`src/asp_params.svh`:
```
// Timing figures, widths and derived cycle counts for the static memory host port
`ifndef ASP_PARAMS_SVH
`define ASP_PARAMS_SVH

// ==========================================================
// Geometry
`define ASP_ADDR_W      17
`define ASP_DATA_W      8
`define ASP_WORDS       131072

// ==========================================================
// Clock
`define ASP_CLK_PS      4000

// ==========================================================
// Times in ns as printed
`define ASP_T_WC_NS     30
`define ASP_T_WP_NS     26
`define ASP_T_AW_NS     28
`define ASP_T_AH_NS     3
`define ASP_T_RC_NS     40
`define ASP_T_OE_ACC_NS 10
`define ASP_T_HZ_NS     12

// ==========================================================
// Least times rounded up to whole cycles
`define ASP_CYC_UP(ns)  ((((ns) * 1000) + `ASP_CLK_PS - 1) / `ASP_CLK_PS)
`define ASP_WC_CYC      `ASP_CYC_UP(`ASP_T_WC_NS)
`define ASP_WP_CYC      `ASP_CYC_UP(`ASP_T_WP_NS)
`define ASP_AW_CYC      `ASP_CYC_UP(`ASP_T_AW_NS)
`define ASP_AH_CYC      `ASP_CYC_UP(`ASP_T_AH_NS)
`define ASP_RC_CYC      `ASP_CYC_UP(`ASP_T_RC_NS)
`define ASP_OE_CYC      `ASP_CYC_UP(`ASP_T_OE_ACC_NS)
`define ASP_HZ_CYC      `ASP_CYC_UP(`ASP_T_HZ_NS)

`endif

```
`src/asp_pkg.sv`:
```
// Types shared by the static memory host port
package asp_pkg;
`include "asp_params.svh"

  typedef logic [`ASP_ADDR_W-1:0] asp_addr_t;
  typedef logic [`ASP_DATA_W-1:0] asp_byte_t;

  typedef enum logic [2:0] {
    ASP_RECOVER,
    ASP_IDLE,
    ASP_WR_PULSE,
    ASP_WR_HOLD,
    ASP_RD,
    ASP_TURN,
    ASP_RETAIN
  } asp_state_t;
endpackage

```
`src/asp_timer.sv`:
```
// Phase timer: counts a loaded length down to zero
`timescale 1ns/1ps
module asp_timer #(
  parameter int          CW   = 8,
  parameter logic [7:0]  INIT = 8'h00
) (
  // Clock and reset
  input  wire logic          ref_clk,
  input  wire logic          nrst,
  // Control
  input  wire logic          load,
  input  wire logic [CW-1:0] load_val,
  // Status
  output logic               expired
);
  logic [CW-1:0] cnt_reg;
  logic [CW-1:0] cnt_next;

  generate
    if (CW < 2 || CW > 8) begin : g_bad_cw
      $error("asp_timer: CW must be 2 to 8");
    end
  endgenerate

  assign expired  = (cnt_reg == '0);
  assign cnt_next = load ? load_val : (expired ? cnt_reg : cnt_reg - 1'b1);

  always_ff @(posedge ref_clk or negedge nrst) begin
    if (!nrst) begin
      cnt_reg <= INIT[CW-1:0];
    end else begin
      cnt_reg <= cnt_next;
    end
  end
endmodule // asp_timer

```
`src/asp_sram_host.sv`:
```
// Host controller driving an asynchronous 128K x 8 static memory through its pins
// Operation
// RQ1 - Memory is 131072 bytes, 17-bit address
// RQ2 - Low first select high deselects device
// RQ3 - High second select low deselects device
// RQ4 - Selects active, strobe high, enable low reads
// RQ5 - Selects active, strobe low writes data
// RQ6 - Strobe and enable high float lines
// RQ7 - Write happens only while all three active
// RQ8 - Write starts all active, ends any inactive
// RQ9 - Host holds data around terminating edge
// RQ10 - Output enable high keeps lines floating during write
// RQ11 - Address 28 ns, pulse 26, cycle 30
// RQ12 - Read data valid 10 ns after enable
// RQ13 - Host keeps device deselected during retention
// RQ14 - Host keeps output enable high in retention
// RQ15 - Controls inactive while supply moves
// RQ16 - Wait one read cycle after power up
// RQ17 - Retention entry from deselect needs no wait
// RQ18 - Only completed writes alter stored words
`timescale 1ns/1ps
`include "asp_params.svh"
module asp_sram_host #(
  parameter int CW = 8
) (
  // Clock and reset
  input  wire logic              ref_clk,
  input  wire logic              nrst,
  // Request side
  input  wire logic              req_valid,
  input  wire logic              req_write,
  input  wire asp_pkg::asp_addr_t req_addr,
  input  wire asp_pkg::asp_byte_t req_wdata,
  output logic                   req_ready,
  // Answer side
  output logic                   rsp_valid,
  output asp_pkg::asp_byte_t     rsp_rdata,
  // Retention control
  input  wire logic              retain_req,
  output logic                   retained,
  // Memory pins
  output asp_pkg::asp_addr_t     word_index_lines,
  output logic                   select_one_n,
  output logic                   select_two_hi,
  output logic                   write_n,
  output logic                   out_enable_n,
  output asp_pkg::asp_byte_t     byte_lines_o,
  output logic                   byte_lines_oe,
  input  wire asp_pkg::asp_byte_t byte_lines_i
);
  import asp_pkg::*;

  // ==========================================================
  // Phase lengths
  localparam int WP_LEN   = `ASP_WP_CYC;
  localparam int REST_LEN = `ASP_WC_CYC - `ASP_WP_CYC;
  localparam int RD_LEN   = (`ASP_RC_CYC > `ASP_OE_CYC) ? `ASP_RC_CYC : `ASP_OE_CYC;
  localparam int HZ_LEN   = `ASP_HZ_CYC;
  localparam logic [7:0] RECOVER_INIT = 8'(`ASP_RC_CYC - 1);

  generate
    if (REST_LEN < `ASP_AH_CYC || WP_LEN < `ASP_AW_CYC) begin : g_bad_write
      $error("asp_sram_host: write phases cannot meet address timing");
    end
    if (RD_LEN > (1 << CW) || CW > 8) begin : g_bad_cw
      $error("asp_sram_host: CW cannot hold the phase lengths");
    end
    if (WP_LEN > (1 << CW) || HZ_LEN > (1 << CW) || HZ_LEN < 1) begin : g_bad_phase
      $error("asp_sram_host: write or turnaround phase does not fit the timer");
    end
  endgenerate

  // ==========================================================
  // State
  asp_state_t state_reg;
  asp_state_t state_next;
  logic       expired;
  logic       take;
  logic       sel_act;
  logic       tmr_load;
  logic [CW-1:0] tmr_val;
  // Decoded phase of the coming cycle
  logic       to_pulse;
  logic       to_hold;
  logic       to_read;
  logic       to_idle;
  logic       to_retain;
  logic       read_done;

  asp_addr_t addr_reg;
  asp_byte_t wdata_reg;
  asp_byte_t rdata_reg;
  logic      sel_one_n_reg;
  logic      sel_two_reg;
  logic      write_n_reg;
  logic      oe_n_reg;
  logic      drive_reg;
  logic      ready_reg;
  logic      rsp_reg;
  logic      retained_reg;

  assign take = (state_reg == ASP_IDLE) && req_valid && ready_reg;

  always_comb begin
    state_next = state_reg;
    case (state_reg)
      ASP_RECOVER:  if (expired) state_next = ASP_IDLE;                        // RQ16
      ASP_IDLE: begin
        // A taken request wins over retention
        if (take) begin
          state_next = req_write ? ASP_WR_PULSE : ASP_RD;
        end else if (retain_req) begin
          state_next = ASP_RETAIN;                                             // RQ17
        end
      end
      ASP_WR_PULSE: if (expired) state_next = (REST_LEN > 0) ? ASP_WR_HOLD : ASP_IDLE; // RQ11
      ASP_WR_HOLD:  if (expired) state_next = ASP_IDLE;                        // RQ11
      ASP_RD:       if (expired) state_next = ASP_TURN;                        // RQ12
      // Turnaround lets the device float its lines first
      ASP_TURN:     if (expired) state_next = ASP_IDLE;
      // Supply may have dropped, so recovery is repeated on exit
      ASP_RETAIN:   if (!retain_req) state_next = ASP_RECOVER;                 // RQ16
      default:      state_next = ASP_RECOVER;
    endcase
  end

  // ==========================================================
  // Phase timer
  assign tmr_load = (state_next != state_reg);
  assign tmr_val  = (state_next == ASP_WR_PULSE) ? CW'(WP_LEN - 1) :
                    (state_next == ASP_WR_HOLD)  ? CW'(REST_LEN - 1) :
                    (state_next == ASP_RD)       ? CW'(RD_LEN - 1) :
                    (state_next == ASP_TURN)     ? CW'(HZ_LEN - 1) :
                    (state_next == ASP_RECOVER)  ? CW'(`ASP_RC_CYC - 1) : '0;

  // Preloaded with the recovery count, so release starts counting at once
  asp_timer #(
    .CW   (CW),
    .INIT (RECOVER_INIT)
  ) u_timer (
    .ref_clk  (ref_clk),
    .nrst     (nrst),
    .load     (tmr_load),
    .load_val (tmr_val),
    .expired  (expired)
  );

  // ==========================================================
  // Decode of the coming phase
  assign to_pulse  = (state_next == ASP_WR_PULSE);
  assign to_hold   = (state_next == ASP_WR_HOLD);
  assign to_read   = (state_next == ASP_RD);
  assign to_idle   = (state_next == ASP_IDLE);
  assign to_retain = (state_next == ASP_RETAIN);
  assign read_done = (state_reg == ASP_RD) && expired;
  // Selects wrap the strobe, so the rising strobe alone ends each write
  assign sel_act   = to_pulse || to_hold || to_read;

  // ==========================================================
  // Pin next values, all registered

  always_ff @(posedge ref_clk or negedge nrst) begin
    if (!nrst) begin
      state_reg     <= ASP_RECOVER;
      sel_one_n_reg <= 1'b1;                                                   // RQ15
      sel_two_reg   <= 1'b0;                                                   // RQ15
      write_n_reg   <= 1'b1;
      oe_n_reg      <= 1'b1;                                                   // RQ15
      drive_reg     <= 1'b0;
    end else begin
      state_reg     <= state_next;
      sel_one_n_reg <= !sel_act;                                               // RQ2
      sel_two_reg   <= sel_act;                                                // RQ3 RQ13
      write_n_reg   <= !to_pulse;                                              // RQ5 RQ7 RQ8
      oe_n_reg      <= !to_read;                                               // RQ4 RQ10 RQ14
      drive_reg     <= to_pulse || to_hold;                                    // RQ9
    end
  end

  always_ff @(posedge ref_clk or negedge nrst) begin
    if (!nrst) begin
      addr_reg  <= '0;
      wdata_reg <= '0;
    end else if (take) begin
      // Held through pulse and hold so the rising strobe sees stable data
      addr_reg  <= req_addr;                                                   // RQ1 RQ9
      wdata_reg <= req_wdata;                                                  // RQ18
    end
  end

  always_ff @(posedge ref_clk or negedge nrst) begin
    if (!nrst) begin
      rdata_reg    <= '0;
      rsp_reg      <= 1'b0;
      ready_reg    <= 1'b0;
      retained_reg <= 1'b0;
    end else begin
      rsp_reg      <= read_done;                                               // RQ12
      if (read_done) begin
        rdata_reg  <= byte_lines_i;                                            // RQ4
      end
      // Ready only while idle, so at most one request is outstanding
      ready_reg    <= to_idle && !take;
      retained_reg <= to_retain;                                               // RQ13
    end
  end

  // ==========================================================
  // Outputs
  // Every pin comes from a register, so no decode glitch can open a write
  assign word_index_lines = addr_reg;
  assign select_one_n     = sel_one_n_reg;
  assign select_two_hi    = sel_two_reg;
  assign write_n          = write_n_reg;
  assign out_enable_n     = oe_n_reg;
  assign byte_lines_o     = wdata_reg;
  assign byte_lines_oe    = drive_reg;                                         // RQ6
  assign req_ready        = ready_reg;
  assign rsp_valid        = rsp_reg;
  assign rsp_rdata        = rdata_reg;
  assign retained         = retained_reg;
endmodule // asp_sram_host

```
`config.mk`:
```
export PLATFORM = sky130hd
export DESIGN_NAME = asp_sram_host
export DESIGN_NICKNAME = d
export VERILOG_FILES = /design/src/asp_pkg.sv /design/src/asp_timer.sv /design/src/asp_sram_host.sv
export VERILOG_INCLUDE_DIRS = /design/src
export SDC_FILE = /design/constraint.sdc
export NUM_CORES = 1
export LEC_CHECK = 0
export ABC_AREA = 1
export BUFFER_PORTS_ARGS = -buffer_cell sky130_fd_sc_hd__buf_2
export CAP_MARGIN = 0
export CORE_ASPECT_RATIO = 1.75
export CORE_UTILIZATION = 30
export DETAILED_ROUTE_END_ITERATION = 10
export GPL_TIMING_DRIVEN = 0
export PLACE_DENSITY = 0.6
export SYNTH_ARGS = -nofsm -noshare
export SYNTH_HDL_FRONTEND = slang
export SYNTH_SLANG_ARGS = --single-unit
```
`constraint.sdc`:
```
create_clock -name ref_clk -period 1.85 [get_ports ref_clk]
set_clock_uncertainty 0.15 [all_clocks]
set_input_delay 0.185 -clock ref_clk [delete_from_list [all_inputs] [get_ports ref_clk]]
set_output_delay 0.185 -clock ref_clk [all_outputs]
set_load 0.05 [all_outputs]
```
==> metrics.cfg, run 1 <==
[grt]
groute.layer.met1.usage=0.172
use_met2=0.282
pin_count_of_the_biggest_net_entering_global_routing=53
gr-max-usage-layer=met2
grt_antenna_before_repair=0
gr-usage-met3=0.0345
gr-usage-all-layers=0.160
first_pass_grt_wire_length_um=9800
global_route.overflow_total=0
grt_pass1_vias=2223

[placed_design]
io_buffers=78
dp.cells=435
gp_congestion=0.812
detailed_place.area_um2=2850
hpwlAfterDp_um=4040

[logic_synthesis]
synthesis.yosys.warnings=0
synthesized_netlist_net_count=309
syn-cell-area_um2=2350
asyncSetResetFlopFracSynth=1.00
postSynth.topFlopCell=sky130_fd_sc_hd__dfrtp_1
ys_seq_area_frac=0.556
post_synth_edffs=0
ys_ff_latch=52
yosysUniqueCellTypes=29
synth.avg_cell_area_um2=8.74
gate_count_after_technology_mapping=269

[power]
power_per_cell_area_nw_per_um2=2100
vdd.ir_drop.worst_uv=1200
total_power_mw=7.16
p_leak_nw=1.81

[final_layout]
antenna-diode-count=0
mostFrequentLayoutCells=sky130_fd_sc_hd__nand2_1 (121), sky130_fd_sc_hd__buf_2 (80), sky130_fd_sc_hd__dfrtp_1 (46), sky130_fd_sc_hd__dlygate4sd3_1 (33), sky130_fd_sc_hd__nand3_1 (13)
syn2layout_area_growth_pct=44.9
final.fill_count=762
final_nets=431
final_common_cell=sky130_fd_sc_hd__nand2_1
fraction_of_final_layout_cells_sized_beyond_drive_strength_1=0.365
multi_input_area_um2=965
final_cells=480
post_layout_inst_area_um2=3400
max_ffs_per_register=17
final-seq-area_um2=1310

[run]
timing.max_cap.violations=0

[clocking]
cts_sinks=52
cts_tree=done
cts_h_tree_lvls=2
worst_setup_hold_path_clk_slew_ns=0.07
tritoncts.num_buffers=5
insertion_delay_ns=0.29
root_buffer=sky130_fd_sc_hd__clkbuf_16
clk_path_buf_depth=2

[setup_path]
worst-path-max-fanout=8
start_point_of_the_critical_path=u_timer.cnt_reg[0]$_DFFE_PN1P_
crit_arrival_ns=1.86
timing.rr.start=u_timer.cnt_reg[0]$_DFFE_PN1P_
r2r-end=u_timer.cnt_reg[2]$_DFFE_PN0P_
path_class=flip-flop to flip-flop
regToRegSetupSlack_ns=0.02
critical_path.endpoint_type=flip-flop
worstSetupStartpointType=flip-flop
cp.required_ns=1.89
reg2reg_depth=10

[drt]
avgRoutedWirePerCell_um=12.3
vias=2152
route.detailed.vias_per_inst=4.48
totalWireLength_um=5920
drt_pass1_iterations=4
antenna_violation_net_count_after_detailed_routing=0
drt_iter0_drc=78
post-route-drc-count=0

[sta]
final.period_utilization=0.988
slew_headroom=0.217
final_critical_path_time_including_i_o_delays_and_setup_ns=1.83
timing.final.setup_violations=0
worst_pin_slew_ns=1.17
holdWs_ns=-0.0144
fmax_mhz=547
final_hold_viol_count=18
timing_max_transition_violations_final=0
setup_repair_after_global_routing_missed_its_margin=yes

[outcome]
failing_checks=negative hold slack
outcome=finished with violations

[floorplanning]
die_width_um=68.9
chipHeight_um=119
boundaryPins=79
initial_utilization=0.311
placeableCoreArea_um2=7570
die_area_um2=8200
rows=42

[min_path]
hold_path_class=primary input to asynchronous set/reset pin

==> metal layers <==
metal	share of wire	wire length (um)
met1	0.39	2300
met2	0.55	3240
met3	0.037	220
met4	0.026	155
met5	0	0
==> power breakdown <==
part / leakage (nW) / total (mW) / internal, mW / switching, mW
registers: 0.641 / 2.01 / 1.70 / 0.313
clock network: 0.0772 / 0.952 / 0.541 / 0.411
logic: 1.09 / 4.20 / 1.17 / 3.03
total: 1.81 / 7.16 / 3.41 / 3.75
==> synth_stat cells, types with 3 or more instances <==
library cell              instances  area (um2)
sky130_fd_sc_hd__nand2_1        122         458
sky130_fd_sc_hd__inv_1           14        52.6
sky130_fd_sc_hd__nand2_2         10        62.6
sky130_fd_sc_hd__nor2_1           7        26.3
sky130_fd_sc_hd__dfrtp_1         47        1180
sky130_fd_sc_hd__a21oi_1          5        25.0
sky130_fd_sc_hd__nor2_2           5        31.3
sky130_fd_sc_hd__nand3_1         13        65.1
sky130_fd_sc_hd__dfstp_2          5         131
sky130_fd_sc_hd__o21ai_1          3        15.0
sky130_fd_sc_hd__xor2_1           4        35.0
sky130_fd_sc_hd__inv_2            5        18.8
sky130_fd_sc_hd__nand3_2          5        50.1
==> layout make-up <==
cell class                 instances  area share
multi-input combinational        191       0.283
clock inverter                     2     0.00404
timing repair inverter             1     0.00221
tap                               88      0.0323
clock buffer                       6      0.0408
inverter                          21      0.0261
buffer                             5     0.00845
timing repair buffer             114       0.218
sequential                        52       0.384
==> timing repair <==
item,in CTS,in global routing
hold endpoints to repair,33,0
setup buffers,1,2
hold buffers,33,0
endpoints found under the setup margin,19,37
resized for setup,6,8
pin swaps,3,1
gates cloned,0,1
==> worst max-delay path by stage <==
stage	depth (start not counted)	to
after floorplan	9	u_timer.cnt_reg[7]$_DFFE_PN0P_
after global placement	10	u_timer.cnt_reg[1]$_DFFE_PN0P_
after detailed placement	9	u_timer.cnt_reg[7]$_DFFE_PN0P_
after CTS	11	u_timer.cnt_reg[3]$_DFFE_PN1P_
after global routing	11	u_timer.cnt_reg[3]$_DFFE_PN1P_
final	10	u_timer.cnt_reg[2]$_DFFE_PN0P_
==> through the flow <==
step	TNS, ns	setup WS (ns)	hold WS (ns)	utilization
2_1_floorplan	0	0.0549	-0.261	-
3_3_place_gp	-1.22	-0.0908	0.228	0.377
3_5_place_dp	-1.38	-0.127	0.234	0.377
4_1_cts	0	0.00846	0.0283	0.444
5_1_grt	-0.273	-0.0641	0.0283	0.450
6_report	0	0.0220	-0.0144	0.450
==> critical path, cell delays in order (launching register included) <==
cell	delay, ns
sky130_fd_sc_hd__dfstp_2	0.56
sky130_fd_sc_hd__inv_4	0.05
sky130_fd_sc_hd__ha_4	0.16
sky130_fd_sc_hd__nand2_4	0.09
sky130_fd_sc_hd__nor2_8	0.06
sky130_fd_sc_hd__o211ai_1	0.19
sky130_fd_sc_hd__nand2_2	0.12
sky130_fd_sc_hd__inv_2	0.10
sky130_fd_sc_hd__nand2_4	0.09
sky130_fd_sc_hd__nor2_4	0.12
sky130_fd_sc_hd__a21oi_2	0.04
==> cells by family after synthesis <==
| group | synth area share |
|---|---|
| adders and majority gates | 0.0106 |
| and+or+nand+nor | 0.337 |
| DFF | 0.556 |
| xor gates and xnor gates | 0.0186 |
| buffers and inverters | 0.0458 |
| AOI/OAI and AO/OA | 0.0314 |
No activity file was read; power rests on OpenSTA's default activity.
==> run 2, diff against run 1 <==
--- a/config.mk
+++ b/config.mk
@@ -10,6 +10,7 @@
 export BUFFER_PORTS_ARGS = -buffer_cell sky130_fd_sc_hd__buf_2
 export CAP_MARGIN = 0
 export CORE_ASPECT_RATIO = 1.75
+export CORE_MARGIN = 2
 export CORE_UTILIZATION = 30
 export DETAILED_ROUTE_END_ITERATION = 10
 export GPL_TIMING_DRIVEN = 0
==> metrics.cfg, run 2 (synthesis gave the netlist of run 1 again) <==
[drt]
drt_pass1_iterations=4
drt_iter0_drc=107
totalWireLength_um=5760
route.detailed.vias_per_inst=4.40
avgRoutedWirePerCell_um=12.0
antenna_violation_net_count_after_detailed_routing=0
vias=2118
post-route-drc-count=0

[placed_design]
gp_congestion=0.797
detailed_place.area_um2=2850
io_buffers=78
hpwlAfterDp_um=4050
pre_cts_slack_ns=-0.133

[final_layout]
antenna-diode-count=0
post_layout_inst_area_um2=3400
fraction_of_final_layout_cells_sized_beyond_drive_strength_1=0.356
mostFrequentLayoutCells=sky130_fd_sc_hd__nand2_1 (122), sky130_fd_sc_hd__buf_2 (80), sky130_fd_sc_hd__dfrtp_1 (47), sky130_fd_sc_hd__dlygate4sd3_1 (33), sky130_fd_sc_hd__nand3_1 (13)
final_common_cell=sky130_fd_sc_hd__nand2_1
final.fill_count=763
multi_input_area_um2=966
syn2layout_area_growth_pct=44.7
layout.core_utilization=0.449
final-seq-area_um2=1310
final_nets=432
max_ffs_per_register=17

[sta]
setup_repair_after_global_routing_missed_its_margin=yes
fmax_mhz=547
slew_headroom=0.226
final_critical_path_time_including_i_o_delays_and_setup_ns=1.83
holdWs_ns=-0.0329
timing_max_transition_violations_final=0
timing.setup.tns_ns=0
final_hold_viol_count=36
worst_pin_slew_ns=1.16
final.period_utilization=0.988
timing.final.ws_setup_ns=0.0217
timing.final.setup_violations=0

[clocking]
cts_tree=done
insertion_delay_ns=0.29
cts_h_tree_lvls=2
worst_setup_hold_path_clk_slew_ns=0.07
root_buffer=sky130_fd_sc_hd__clkbuf_16
tritoncts.num_buffers=5
cts_sinks=52
clk_path_buf_depth=2

[floorplanning]
chipHeight_um=121
boundaryPins=79
die_width_um=70.9
rows=42
initial_utilization=0.311
placeableCoreArea_um2=7570
die_area_um2=8580

[grt]
gr-usage-all-layers=0.141
pin_count_of_the_biggest_net_entering_global_routing=53
first_pass_grt_wire_length_um=9730
global_route.overflow_total=0
grt_antenna_before_repair=0
grt_pass1_vias=2138

[run]
timing.max_cap.violations=0

[setup_path]
critical_path.endpoint_type=flip-flop
crit_arrival_ns=1.86
worstSetupStartpointType=flip-flop
path_class=flip-flop to flip-flop
cp.required_ns=1.88
worst-path-max-fanout=7

[outcome]
failing_checks=negative hold slack
outcome=finished with violations

[power]
power_per_cell_area_nw_per_um2=2110
total_power_mw=7.16
p_leak_nw=1.82
vdd.ir_drop.worst_uv=954

[min_path]
hold_path_class=primary input to asynchronous set/reset pin

run 2: cell count changes in the layout (fill, tap and decap cells not counted), sizes merged:
cell / change
inv: +1
buf: +2
clkinvlp: -2
run 2: repair_timing:
action / in CTS / in global routing
cloned: 0 / 0
hold endpoints to repair: 33 / 0
resized for setup: 5 / 7
pin swaps: 2 / 3
setup endpoints to repair: 19 / 26
hold buffers: 33 / 0
buffers inserted: 3 / 2
run 2: per-stage QoR:
stage,hold slack (ns),cells
final,-0.0329,481
after global routing,0.0356,481
after CTS,0.0219,479
after detailed placement,0.232,435
after global placement,0.231,435
after floorplan,-0.261,269
run 2: worst paths after layout:
check	slack [ns]	to	depth (start not counted)	start
setup reg to reg	0.02	u_timer.cnt_reg[2]$_DFFE_PN0P_	12	u_timer.cnt_reg[0]$_DFFE_PN1P_
setup / recovery	0.02	u_timer.cnt_reg[2]$_DFFE_PN0P_	12	u_timer.cnt_reg[0]$_DFFE_PN1P_
hold / removal	-0.03	byte_lines_o[6]$_DFFE_PN0P_	1	nrst
max in group asynchronous	0.86	rsp_rdata[7]$_DFFE_PN0P_	1	nrst
hold reg to reg	0.32	byte_lines_o[4]$_DFFE_PN0P_	2	byte_lines_o[4]$_DFFE_PN0P_
min in group ref_clk	0.04	u_timer.cnt_reg[2]$_DFFE_PN0P_	3	req_write
run 2: report_power, final:
| part | switching, mW | leakage [nW] | internal, mW | total (mW) |
|---|---|---|---|---|
| logic | 3.03 | 1.11 | 1.23 | 4.26 |
| registers | 0.286 | 0.642 | 1.69 | 1.98 |
| clock network | 0.421 | 0.0712 | 0.505 | 0.926 |
run 2: per-layer routing:
layer	up-vias	wire length (um)	GRT usage
li1	1075	-	-
met1	989	2250	0.159
met2	41	3180	0.256
met3	13	139	0.0199
met4	0	180	0.0672
met5	-	0	0
run 2: worst max-delay path, cell delays in order, from the launching register on:
cell	delay, ns
sky130_fd_sc_hd__dfstp_2	0.56
sky130_fd_sc_hd__inv_4	0.05
sky130_fd_sc_hd__ha_4	0.16
sky130_fd_sc_hd__nand2_4	0.09
sky130_fd_sc_hd__nor2_8	0.06
sky130_fd_sc_hd__nand2_1	0.07
sky130_fd_sc_hd__nand2_2	0.08
sky130_fd_sc_hd__nand3_2	0.09
sky130_fd_sc_hd__nand2_2	0.09
sky130_fd_sc_hd__inv_2	0.09
sky130_fd_sc_hd__nand2_4	0.08
sky130_fd_sc_hd__nor2_4	0.11
sky130_fd_sc_hd__a21oi_2	0.04
run 2: layout make-up:
| class | count | share of cell area |
|---|---|---|
| inverter | 21 | 0.0258 |
| buffer | 5 | 0.00846 |
| clock inverter | 2 | 0.00405 |
| clock buffer | 6 | 0.0379 |
| timing repair buffer | 116 | 0.223 |
| tap | 88 | 0.0324 |
| sequential | 52 | 0.384 |
| multi-input combinational | 191 | 0.284 |
